$ cat config.mk
export PLATFORM = sky130hd
export DESIGN_NAME = dbcd_decoder
export DESIGN_NICKNAME = d
export VERILOG_FILES = /design/src/inc/dbcd_pkg.sv /design/src/design/dbcd_decoder.sv
export VERILOG_INCLUDE_DIRS = /design/src /design/src/inc
export SDC_FILE = /design/constraint.sdc
export NUM_CORES = 2
export LEC_CHECK = 0
export CORE_MARGIN = 5
export CORE_UTILIZATION = 35
export CTS_BUF_LIST = sky130_fd_sc_hd__clkbuf_4
export DETAILED_ROUTE_END_ITERATION = 12
export DONT_BUFFER_PORTS = 1
export PLACE_DENSITY = 0.5
export SYNTH_ARGS = -nofsm -noshare
export SYNTH_HDL_FRONTEND = slang
export SYNTH_SLANG_ARGS = --single-unit
$ cat constraint.sdc
create_clock -name CLK -period 3.6 [get_ports CLK]
set_clock_uncertainty 0.15 [all_clocks]
set_input_delay 0.72 -clock CLK [delete_from_list [all_inputs] [get_ports CLK]]
set_output_delay 0.72 -clock CLK [all_outputs]
set_load 0.02 [all_outputs]
$ cat src/inc/dbcd_defines.svh
// register offsets, field positions, codes and sizes for the command decoder
`ifndef DBCD_DEFINES_SVH
`define DBCD_DEFINES_SVH
`define DBCD_OFF_CDB0 8'h00
`define DBCD_OFF_CDB1 8'h04
`define DBCD_OFF_CDB2 8'h08
`define DBCD_OFF_CTRL 8'h0c
`define DBCD_OFF_STAT 8'h10
`define DBCD_OFF_DCNT 8'h14
`define DBCD_OFF_PTAB 8'h20
`define DBCD_OFF_GTAB 8'h40
`define DBCD_TAB_SPAN 8'h20
`define DBCD_CTRL_GO 0
`define DBCD_STAT_BUSY 0
`define DBCD_STAT_DONE 1
`define DBCD_STAT_CHECK 2
`define DBCD_STAT_KEY_LO 4
`define DBCD_OPC_WRITE 8'h2a
`define DBCD_OPC_SEEK 8'h2b
`define DBCD_OPC_WRVFY 8'h2e
`define DBCD_OPC_VERIFY 8'h2f
`define DBCD_OPC_DEFECT 8'h37
`define DBCD_BYTCHK_BIT 1
`define DBCD_PLIST_BIT 4
`define DBCD_GLIST_BIT 3
`define DBCD_FMT_SECTOR 3'h5
`define DBCD_FMT_BYTEOFS 3'h4
`define DBCD_KEY_NONE 4'h0
`define DBCD_KEY_RECOVERED 4'h1
`define DBCD_KEY_ILLEGAL 4'h5
`define DBCD_HDR_BYTES 16'h0004
`define DBCD_DESC_SHIFT 3
`define DBCD_SECTOR_BYTES 32'h0000_0200
`define DBCD_TAB_DEPTH 4
`define DBCD_CNT_RESET 3'h0
`endif

$ cat src/inc/dbcd_pkg.sv
// types shared by the command decoder and its bench
package dbcd_pkg;
  // kinds of medium operation handed to the media engine
  typedef enum logic [1:0] {
    DBCD_OP_WRITE,
    DBCD_OP_SEEK,
    DBCD_OP_VERIFY
  } dbcd_op_e;

  // one medium operation request
  typedef struct packed {
    dbcd_op_e kind;
    logic [31:0] lba;
    logic [15:0] count;
  } dbcd_op_s;

  // one recorded defect location
  typedef struct packed {
    logic [23:0] cyl;
    logic [7:0] head;
    logic [31:0] sector;
  } dbcd_defect_s;
endpackage : dbcd_pkg

$ cat src/design/dbcd_decoder.sv
// ten-byte disk command decoder with wishbone registers and defect list stream
//
// Decided for this implementation: the Wishbone interface to the registers and the address map.
`include "dbcd_defines.svh"
`timescale 1ns/100ps
`default_nettype none

module dbcd_decoder
  import dbcd_pkg::*;
(
  input wire logic CLK,
  input wire logic SRST,
  input wire logic WB_CYC_I,
  input wire logic WB_STB_I,
  input wire logic WB_WE_I,
  input wire logic [7:0] WB_ADR_I,
  input wire logic [3:0] WB_SEL_I,
  input wire logic [31:0] WB_DAT_I,
  output logic [31:0] WB_DAT_O,
  output logic WB_ACK_O,
  output dbcd_op_s OP_CMD,
  output logic OP_START,
  input wire logic OP_DONE,
  output logic [7:0] DIN_DATA,
  output logic DIN_VALID,
  output logic DIN_LAST,
  input wire logic DIN_READY
);

  typedef enum logic [2:0] {
    ST_IDLE, ST_DECODE, ST_OP, ST_WAIT, ST_LOAD, ST_STREAM, ST_FINISH
  } dbcd_state_e;

  dbcd_state_e state_reg;
  logic [7:0] cdb_reg [0:11];
  dbcd_defect_s ptab_reg [0:`DBCD_TAB_DEPTH-1];
  dbcd_defect_s gtab_reg [0:`DBCD_TAB_DEPTH-1];
  logic [2:0] pcnt_reg;
  logic [2:0] gcnt_reg;
  logic ack_reg;
  logic [31:0] rdata_reg;
  logic done_reg;
  logic check_reg;
  logic [3:0] key_reg;
  logic [3:0] key_next;
  logic check_next;
  dbcd_op_s op_reg;
  logic vfy_pend_reg;
  logic p_reg;
  logic g_reg;
  logic [2:0] fmt_reg;
  logic fmt_bad_reg;
  logic [15:0] idx_reg;
  logic [15:0] limit_reg;
  logic [7:0] din_reg;
  logic [7:0] cur_byte;
  logic [15:0] list_len;
  logic [3:0] desc_n;
  logic wb_req;
  logic wb_wr;
  logic go_pulse;
  logic done_clr;
  logic [7:0] opcode;
  logic [31:0] cdb_lba;
  logic [15:0] cdb_len;
  logic bytchk;

  // bus write merges only the enabled byte lanes
  function automatic logic [31:0] merge(input logic [31:0] old, input logic [31:0] nw,
                                        input logic [3:0] sel);
    logic [31:0] r;
    r = old;
    for (int i = 0; i < 4; i++) begin
      if (sel[i]) begin
        r[8*i +: 8] = nw[8*i +: 8];
      end
    end
    return r;
  endfunction : merge

  // fields of the command block, most significant byte first
  assign opcode = cdb_reg[0];
  assign cdb_lba = {cdb_reg[2], cdb_reg[3], cdb_reg[4], cdb_reg[5]};
  assign cdb_len = {cdb_reg[7], cdb_reg[8]};
  assign bytchk = cdb_reg[1][`DBCD_BYTCHK_BIT];

  // request decode; a new request is taken only once the previous ack fell
  assign wb_req = WB_CYC_I & WB_STB_I & ~ack_reg;
  assign wb_wr = wb_req & WB_WE_I;
  assign go_pulse = wb_wr & (WB_ADR_I == `DBCD_OFF_CTRL) & WB_SEL_I[0]
                    & WB_DAT_I[`DBCD_CTRL_GO];
  assign done_clr = wb_wr & (WB_ADR_I == `DBCD_OFF_STAT) & WB_SEL_I[0]
                    & WB_DAT_I[`DBCD_STAT_DONE];

  // one wait state for every access, unmapped reads give zero
  always_ff @(posedge CLK) begin
    if (SRST) begin
      ack_reg <= 1'b0;
    end else begin
      ack_reg <= wb_req;
    end
  end

  // command block bytes; writes are taken only while idle, so the running command stays intact
  always_ff @(posedge CLK) begin
    if (SRST) begin
      for (int i = 0; i < 12; i++) begin
        cdb_reg[i] <= 8'h00;
      end
    end else if (wb_wr && state_reg == ST_IDLE && WB_ADR_I <= `DBCD_OFF_CDB2) begin
      for (int l = 0; l < 4; l++) begin
        if (WB_SEL_I[l]) begin
          cdb_reg[{WB_ADR_I[3:2], 2'(l)}] <= WB_DAT_I[8*l +: 8];
        end
      end
    end
  end

  // defect tables and their fill counts
  always_ff @(posedge CLK) begin
    if (SRST) begin
      pcnt_reg <= `DBCD_CNT_RESET;
      gcnt_reg <= `DBCD_CNT_RESET;
      for (int i = 0; i < `DBCD_TAB_DEPTH; i++) begin
        ptab_reg[i] <= '0;
        gtab_reg[i] <= '0;
      end
    end else if (wb_wr) begin
      if (WB_ADR_I == `DBCD_OFF_DCNT) begin
        if (WB_SEL_I[0]) pcnt_reg <= WB_DAT_I[2:0];
        if (WB_SEL_I[1]) gcnt_reg <= WB_DAT_I[10:8];
      end else if (WB_ADR_I >= `DBCD_OFF_PTAB && WB_ADR_I < `DBCD_OFF_GTAB) begin
        if (WB_ADR_I[2]) begin
          ptab_reg[WB_ADR_I[4:3]].sector <= merge(ptab_reg[WB_ADR_I[4:3]].sector,
                                                  WB_DAT_I, WB_SEL_I);
        end else begin
          {ptab_reg[WB_ADR_I[4:3]].cyl, ptab_reg[WB_ADR_I[4:3]].head} <=
            merge({ptab_reg[WB_ADR_I[4:3]].cyl, ptab_reg[WB_ADR_I[4:3]].head},
                  WB_DAT_I, WB_SEL_I);
        end
      end else if (WB_ADR_I >= `DBCD_OFF_GTAB
                   && WB_ADR_I < `DBCD_OFF_GTAB + `DBCD_TAB_SPAN) begin
        if (WB_ADR_I[2]) begin
          gtab_reg[WB_ADR_I[4:3]].sector <= merge(gtab_reg[WB_ADR_I[4:3]].sector,
                                                  WB_DAT_I, WB_SEL_I);
        end else begin
          {gtab_reg[WB_ADR_I[4:3]].cyl, gtab_reg[WB_ADR_I[4:3]].head} <=
            merge({gtab_reg[WB_ADR_I[4:3]].cyl, gtab_reg[WB_ADR_I[4:3]].head},
                  WB_DAT_I, WB_SEL_I);
        end
      end
    end
  end

  // read data latched with the ack
  always_ff @(posedge CLK) begin
    if (SRST) begin
      rdata_reg <= 32'h0000_0000;
    end else if (wb_req) begin
      rdata_reg <= 32'h0000_0000;
      if (WB_ADR_I <= `DBCD_OFF_CDB2) begin
        for (int l = 0; l < 4; l++) begin
          rdata_reg[8*l +: 8] <= cdb_reg[{WB_ADR_I[3:2], 2'(l)}];
        end
      end else if (WB_ADR_I == `DBCD_OFF_STAT) begin
        rdata_reg[`DBCD_STAT_BUSY] <= (state_reg != ST_IDLE);
        rdata_reg[`DBCD_STAT_DONE] <= done_reg;
        rdata_reg[`DBCD_STAT_CHECK] <= check_reg;
        rdata_reg[`DBCD_STAT_KEY_LO +: 4] <= key_reg;
      end else if (WB_ADR_I == `DBCD_OFF_DCNT) begin
        rdata_reg[2:0] <= pcnt_reg;
        rdata_reg[10:8] <= gcnt_reg;
      end else if (WB_ADR_I >= `DBCD_OFF_PTAB && WB_ADR_I < `DBCD_OFF_GTAB) begin
        rdata_reg <= WB_ADR_I[2] ? ptab_reg[WB_ADR_I[4:3]].sector
                     : {ptab_reg[WB_ADR_I[4:3]].cyl, ptab_reg[WB_ADR_I[4:3]].head};
      end else if (WB_ADR_I >= `DBCD_OFF_GTAB
                   && WB_ADR_I < `DBCD_OFF_GTAB + `DBCD_TAB_SPAN) begin
        rdata_reg <= WB_ADR_I[2] ? gtab_reg[WB_ADR_I[4:3]].sector
                     : {gtab_reg[WB_ADR_I[4:3]].cyl, gtab_reg[WB_ADR_I[4:3]].head};
      end
    end
  end

  assign WB_ACK_O = ack_reg;
  assign WB_DAT_O = rdata_reg;

  // outcome of the command block, judged in the decode cycle
  always_comb begin
    check_next = 1'b0;
    key_next = `DBCD_KEY_NONE;
    if ((opcode == `DBCD_OPC_WRVFY || opcode == `DBCD_OPC_VERIFY) && bytchk) begin
      check_next = 1'b1;
      key_next = `DBCD_KEY_ILLEGAL;
    end else if (opcode != `DBCD_OPC_WRITE && opcode != `DBCD_OPC_SEEK
                 && opcode != `DBCD_OPC_WRVFY && opcode != `DBCD_OPC_VERIFY
                 && opcode != `DBCD_OPC_DEFECT) begin
      check_next = 1'b1;
      key_next = `DBCD_KEY_ILLEGAL;
    end
  end

  // command sequencer
  always_ff @(posedge CLK) begin
    if (SRST) begin
      state_reg <= ST_IDLE;
      op_reg <= '0;
      vfy_pend_reg <= 1'b0;
      check_reg <= 1'b0;
      key_reg <= `DBCD_KEY_NONE;
      p_reg <= 1'b0;
      g_reg <= 1'b0;
      fmt_reg <= `DBCD_FMT_SECTOR;
      fmt_bad_reg <= 1'b0;
      limit_reg <= 16'h0000;
      idx_reg <= 16'h0000;
    end else begin
      unique case (state_reg)
        ST_IDLE: begin
          if (go_pulse) state_reg <= ST_DECODE;
        end
        ST_DECODE: begin
          check_reg <= check_next;
          key_reg <= key_next;
          op_reg.lba <= cdb_lba;
          op_reg.count <= cdb_len;
          vfy_pend_reg <= (opcode == `DBCD_OPC_WRVFY);
          idx_reg <= 16'h0000;
          state_reg <= ST_FINISH;
          if (!check_next) begin
            unique case (opcode)
              `DBCD_OPC_WRITE, `DBCD_OPC_WRVFY: begin
                op_reg.kind <= DBCD_OP_WRITE;
                if (cdb_len != 16'h0000) state_reg <= ST_OP;
              end
              `DBCD_OPC_SEEK: begin
                op_reg.kind <= DBCD_OP_SEEK;
                op_reg.count <= 16'h0000;
                state_reg <= ST_OP;
              end
              `DBCD_OPC_VERIFY: begin
                op_reg.kind <= DBCD_OP_VERIFY;
                if (cdb_len != 16'h0000) state_reg <= ST_OP;
              end
              default: begin
                // defect list request, format falls back to sector form
                p_reg <= cdb_reg[2][`DBCD_PLIST_BIT];
                g_reg <= cdb_reg[2][`DBCD_GLIST_BIT];
                fmt_bad_reg <= cdb_reg[2][2:0] != `DBCD_FMT_SECTOR
                               && cdb_reg[2][2:0] != `DBCD_FMT_BYTEOFS;
                fmt_reg <= (cdb_reg[2][2:0] == `DBCD_FMT_BYTEOFS) ? `DBCD_FMT_BYTEOFS
                           : `DBCD_FMT_SECTOR;
                limit_reg <= cdb_len;
                state_reg <= ST_LOAD;
              end
            endcase
          end
        end
        ST_OP: state_reg <= ST_WAIT;
        ST_WAIT: begin
          if (OP_DONE) begin
            if (vfy_pend_reg) begin
              // ecc read-back of the same blocks, never a byte compare
              op_reg.kind <= DBCD_OP_VERIFY;
              vfy_pend_reg <= 1'b0;
              state_reg <= ST_OP;
            end else begin
              state_reg <= ST_FINISH;
            end
          end
        end
        ST_LOAD: begin
          // allocation and list end both cut the stream, whichever is first
          if (idx_reg >= limit_reg || idx_reg >= `DBCD_HDR_BYTES + list_len) begin
            state_reg <= ST_FINISH;
            if (fmt_bad_reg) begin
              check_reg <= 1'b1;
              key_reg <= `DBCD_KEY_RECOVERED;
            end
          end else begin
            state_reg <= ST_STREAM;
          end
        end
        ST_STREAM: begin
          if (DIN_READY) begin
            idx_reg <= idx_reg + 16'h0001;
            state_reg <= ST_LOAD;
          end
        end
        ST_FINISH: state_reg <= ST_IDLE;
        default: state_reg <= ST_IDLE;
      endcase
    end
  end

  // done flag; completion wins over a clear in the same cycle
  always_ff @(posedge CLK) begin
    if (SRST) begin
      done_reg <= 1'b0;
    end else if (state_reg == ST_FINISH) begin
      done_reg <= 1'b1;
    end else if (done_clr) begin
      done_reg <= 1'b0;
    end
  end

  // list size: selected lists only, none when both selects are clear
  assign desc_n = (p_reg ? {1'b0, pcnt_reg} : 4'h0)
                  + (g_reg ? {1'b0, gcnt_reg} : 4'h0);
  assign list_len = {12'h000, desc_n} << `DBCD_DESC_SHIFT;

  // byte at the current stream position
  always_comb begin
    logic [15:0] off;
    logic [2:0] d;
    logic [2:0] b;
    dbcd_defect_s ent;
    logic [31:0] val;
    ent = '0;
    val = 32'h0000_0000;
    off = idx_reg - `DBCD_HDR_BYTES;
    d = off[5:3];
    b = off[2:0];
    if (p_reg && d < {1'b0, pcnt_reg[1:0]} + {pcnt_reg[2], 2'b00}) begin
      ent = ptab_reg[d[1:0]];
    end else begin
      ent = gtab_reg[2'(d - (p_reg ? pcnt_reg : 3'h0))];
    end
    if (fmt_reg == `DBCD_FMT_BYTEOFS) begin
      val = 32'(ent.sector * `DBCD_SECTOR_BYTES);
    end else begin
      val = ent.sector;
    end
    cur_byte = 8'h00;
    if (idx_reg < `DBCD_HDR_BYTES) begin
      unique case (idx_reg[1:0])
        2'h0: cur_byte = 8'h00;
        2'h1: cur_byte = {3'h0, p_reg, g_reg, fmt_reg};
        2'h2: cur_byte = list_len[15:8];
        default: cur_byte = list_len[7:0];
      endcase
    end else begin
      unique case (b)
        3'h0: cur_byte = ent.cyl[23:16];
        3'h1: cur_byte = ent.cyl[15:8];
        3'h2: cur_byte = ent.cyl[7:0];
        3'h3: cur_byte = ent.head;
        3'h4: cur_byte = val[31:24];
        3'h5: cur_byte = val[23:16];
        3'h6: cur_byte = val[15:8];
        default: cur_byte = val[7:0];
      endcase
    end
  end

  // stream byte held in a flop so it is stable while valid stands
  always_ff @(posedge CLK) begin
    if (SRST) begin
      din_reg <= 8'h00;
    end else if (state_reg == ST_LOAD) begin
      din_reg <= cur_byte;
    end
  end

  assign DIN_DATA = din_reg;
  assign DIN_VALID = (state_reg == ST_STREAM);
  assign DIN_LAST = DIN_VALID && (idx_reg + 16'h0001 == limit_reg
                    || idx_reg + 16'h0001 == `DBCD_HDR_BYTES + list_len);
  assign OP_START = (state_reg == ST_OP);
  assign OP_CMD = op_reg;
endmodule : dbcd_decoder
`default_nettype wire

==> reports/qor.csv <==
stage,metric,value,unit
status,run status,"finished, violations left",
status,violated checks,setup timing,
cts,number of clock sinks,780,
placement,Port-buffer cells,0,
timing,shortest period the worst path allows,4610,ps
die,Core Footprint,111000,µm²
cts,latest clock arrival within the worst-skew pair,1150,ps
routing,Routed WL per cell,26.2,µm
synthesis,largest family of logic cells by synthesized area,multiplexers,
finish,"leading cell type in the layout, fill and taps excluded",sky130_fd_sc_hd__nor2_1,
cts,clock tree from TritonCTS,done,
global_routing,via count of the first global-routing pass,34400,
synthesis,share of the synthesized area in compound gates (AO/OA/AOI/OAI),16.9,%
routing,average via count per standard cell,5.78,
worst_setup_path,type of origin of the critical path,flop,
finish,non-filler cells in the finished layout,6068,
global_routing,largest net degree at the start of global routing,458,
worst_setup_path,highest-delay cell along the critical path,sky130_fd_sc_hd__fa_2,
timing,slew of the pin with the lowest slew margin,1020,ps
worst_setup_path,crit path cell chain,and2_4 -> ha_4 -> inv_2 -> fa_2 -> xor2_1 -> xnor2_1 -> nor2_1 -> nand4_1 -> or4_4 -> o41ai_4 -> buf_4 -> buf_6,
finish,number of filler cells placed in the layout,10700,
finish,nets@finish,4479,
worst_setup_path,required time worst endpoint,2730,ps
worst_hold_path,Min-Delay Path Class,in2reg,
synthesis,synthesized area per cell,10.2,µm²
worst_setup_path,endpoint type of the worst setup path,primary output,
cts,Root Buffer,sky130_fd_sc_hd__clkbuf_4,
synthesis,count of state elements after synthesis,780,
synthesis,Post-Synthesis Cell Area,39100,µm²
timing,number of failing setup endpoints in the final timing report,1,
routing,overall via count from detail_route,35100,
routing,count of TritonRoute iterations in the first routing pass,6,
die,Die Outline Area,118000,µm²
placement,post-placement cell count,5133,
cts,clock buffer count from CTS,211,
synthesis,post-synthesis mux area share,21.1,%
power,Power Density,393,nW/µm²
worst_hold_path,number of instances on the worst hold path,2,
worst_setup_path,cell class contributing the biggest share of worst-path delay,simple AND/OR/NAND/NOR gates,
synthesis,post-synthesis async set-or-reset flop share,0,%
die,width of the die,344,µm
synthesis,area share of fa/ha/maj cells after synthesis,1.14,%
timing,highest clock frequency the design can meet,0.217,GHz
routing,DRC violation count after routing,0,
worst_setup_path,count of cell instances traversed by the critical path,12,
timing,count of final max-slew check failures,0,
cts,clock-pin slew reported for the worst setup and hold paths after clock tree synthesis,60,ps
synthesis,simple-gate share of the synthesized area,12.8,%
job,number of maximum-capacitance constraint violations,0,
finish,"commonest cells after routing, fill and taps aside","sky130_fd_sc_hd__nor2_1, sky130_fd_sc_hd__dfxtp_1, sky130_fd_sc_hd__a211oi_1",
worst_setup_path,critical path class,reg2out,
cts,number of H-tree levels,4,
routing,number of nets still failing antenna checks after routing,0,
die,vertical die dimension,344,µm
synthesis,number of flops mapped to enable cells by yosys,128,
die,number of standard-cell rows in the floorplan,122,
worst_setup_path,"Buf+Inv Stages, Crit Path",3,
power,largest vdd supply drop,0.238,mV
timing,Max-Slew Margin vs Limit,32.1,%
routing,DRC marker count from the first detailed-route iteration,3559,
timing,portion of the clock cycle consumed by the worst path in the final layout,128,%
synthesis,"Distinct cells, synth",78,
synthesis,Yosys Warn Count,0,
synthesis,sequential-to-total area share from yosys stat,43.2,%
timing,post-layout worst setup margin,-1010,ps
timing,number of hold-slack violations in the final timing report,0,
routing,WL final,159000,µm
global_routing,overflow left after global routing,0,
synthesis,top flip-flop cell by instance count after synthesis,sky130_fd_sc_hd__dfxtp_1,
cts,Max clock buf depth,3,
placement,DPL Wire Length,99300,µm
worst_setup_path,depth of the worst register-to-register path,10,
finish,P&R area growth vs syn,27.2,%
synthesis,xor and xnor area share after synthesis,0.951,%
finish,layout cell share with drive strength beyond 1,18.4,%
worst_setup_path,data arrival time of the critical path,3740,ps
global_routing,total global routing track utilization,26.3,%
worst_setup_path,largest incremental delay on the critical path,540,ps
die,effective utilization at floorplan,35.3,%
placement,final weighted congestion in routability-driven placement,0.998,
synthesis,post-synthesis cell count,3815,
power,leakage power figure,18.3,nW
global_routing,initial antenna violation count,16,
global_routing,wire length of the first global-routing pass,233000,µm
timing,setup repair after global routing missed its margin,yes,
die,I/O pin cnt,145,
timing,WHS,82.8,ps
worst_setup_path,Worst Path Max Fanout,2,
-- worst paths after layout --
kind | startpoint | end | slack, ps
min | SRST | limit_reg[15]$_SDFFE_PP0P_ | 80
max reg2reg | idx_reg[2]$_SDFFE_PP0P_ | DIN_DATA[3]$_SDFFE_PP0P_ | 110
max | p_reg$_SDFFE_PP0P_ | DIN_LAST | -1010
min reg2reg | ptab_reg[143]$_SDFFE_PP0P_ | ptab_reg[143]$_SDFFE_PP0P_ | 360
-- worst reg2reg max path, stage by stage, from the launching register on --
cell and delay, ps:
sky130_fd_sc_hd__dfxtp_2 410, sky130_fd_sc_hd__inv_1 100, sky130_fd_sc_hd__ha_4 300, sky130_fd_sc_hd__buf_16 300
sky130_fd_sc_hd__buf_12 260, sky130_fd_sc_hd__mux4_2 590, sky130_fd_sc_hd__a22oi_1 260, sky130_fd_sc_hd__nor2_1 70
sky130_fd_sc_hd__a2111oi_1 520, sky130_fd_sc_hd__nand4_1 160, sky130_fd_sc_hd__o31a_1 260
-- final cells by class --
cell class                 instances  area, µm²  area share [%]
tap                             1488       1860            3.75
antenna                           13       32.5          0.0655
clock buffer                     333       2500            5.03
multi-input combinational       2684      21100            42.4
inverter                          36        140           0.282
sequential                       780      16900            34.0
clock inverter                    54        373           0.750
timing repair buffer             680       6810            13.7
-- metal layers --
metal  vias to the layer above  share of wire [%]  routed length, µm  GRT usage [%]
met1                     17500                 41              65900           34.8
met2                      1598                 45              71900           41.3
li1                      15700                  -                  -              -
met4                         4                4.4               7060           11.3
met3                       334                9.0              14300           6.46
met5                         -              0.017                 27              0
-- synthesized netlist by cell type, drive strengths merged, types with 26 or more instances --
cell type	n	share of area (%)
edfxtp	128	9.8
dfxtp	652	33
xnor2	27	0.65
a22oi	57	1.1
and2	126	2.0
a211oi	549	11
nand2	180	1.7
mux4	261	15
nand3	34	0.44
buf	63	0.77
mux2i	231	5.9
o22ai	39	0.62
inv	35	0.35
o21ai	36	0.46
nor3	26	0.33
clkbuf	283	2.7
a21oi	142	1.8
ha	34	1.1
nor2	677	6.5
-- logic make-up (layout without fill, tap and decap cells) --
| kind of cell | Yosys count | in the layout |
|---|---|---|
| other | 1 | 45 |
| buffers and inverters | 382 | 1103 |
| muxes | 497 | 497 |
| adders and majority gates | 35 | 35 |
| AOI/OAI and AO/OA | 936 | 936 |
| DFF | 780 | 780 |
| xor gates and xnor gates | 37 | 37 |
| and+or+nand+nor | 1147 | 1147 |
-- per-stage QoR --
stage                     total power [W]  area, µm²  utilization [%]  worst slack, ps  TNS, ps
after floorplan                    0.0105      39200                -             5.22        0
after global placement             0.0108      41200             37.2            -96.2     -160
after detailed placement           0.0108      41200             37.2             -109     -179
after CTS                          0.0197      49600             44.7            -1090    -1090
after global routing               0.0203      49700             44.8            -1180    -1180
final                              0.0195      49700             44.8            -1010    -1010
-- power breakdown --
part	switching (W)	internal, W
logic	0.00102	0.000643
clock network	0.00395	0.00455
registers	0.000311	0.00904
total	0.00528	0.0142
-- what timing repair did --
item,CTS,global route
pin swaps,10,11
setup buffers,3,3
resized for setup,25,15
endpoints found under the hold margin,869,1
setup endpoints to repair,3,9
hold buffers,529,1
(Power assumes the default switching activity.)
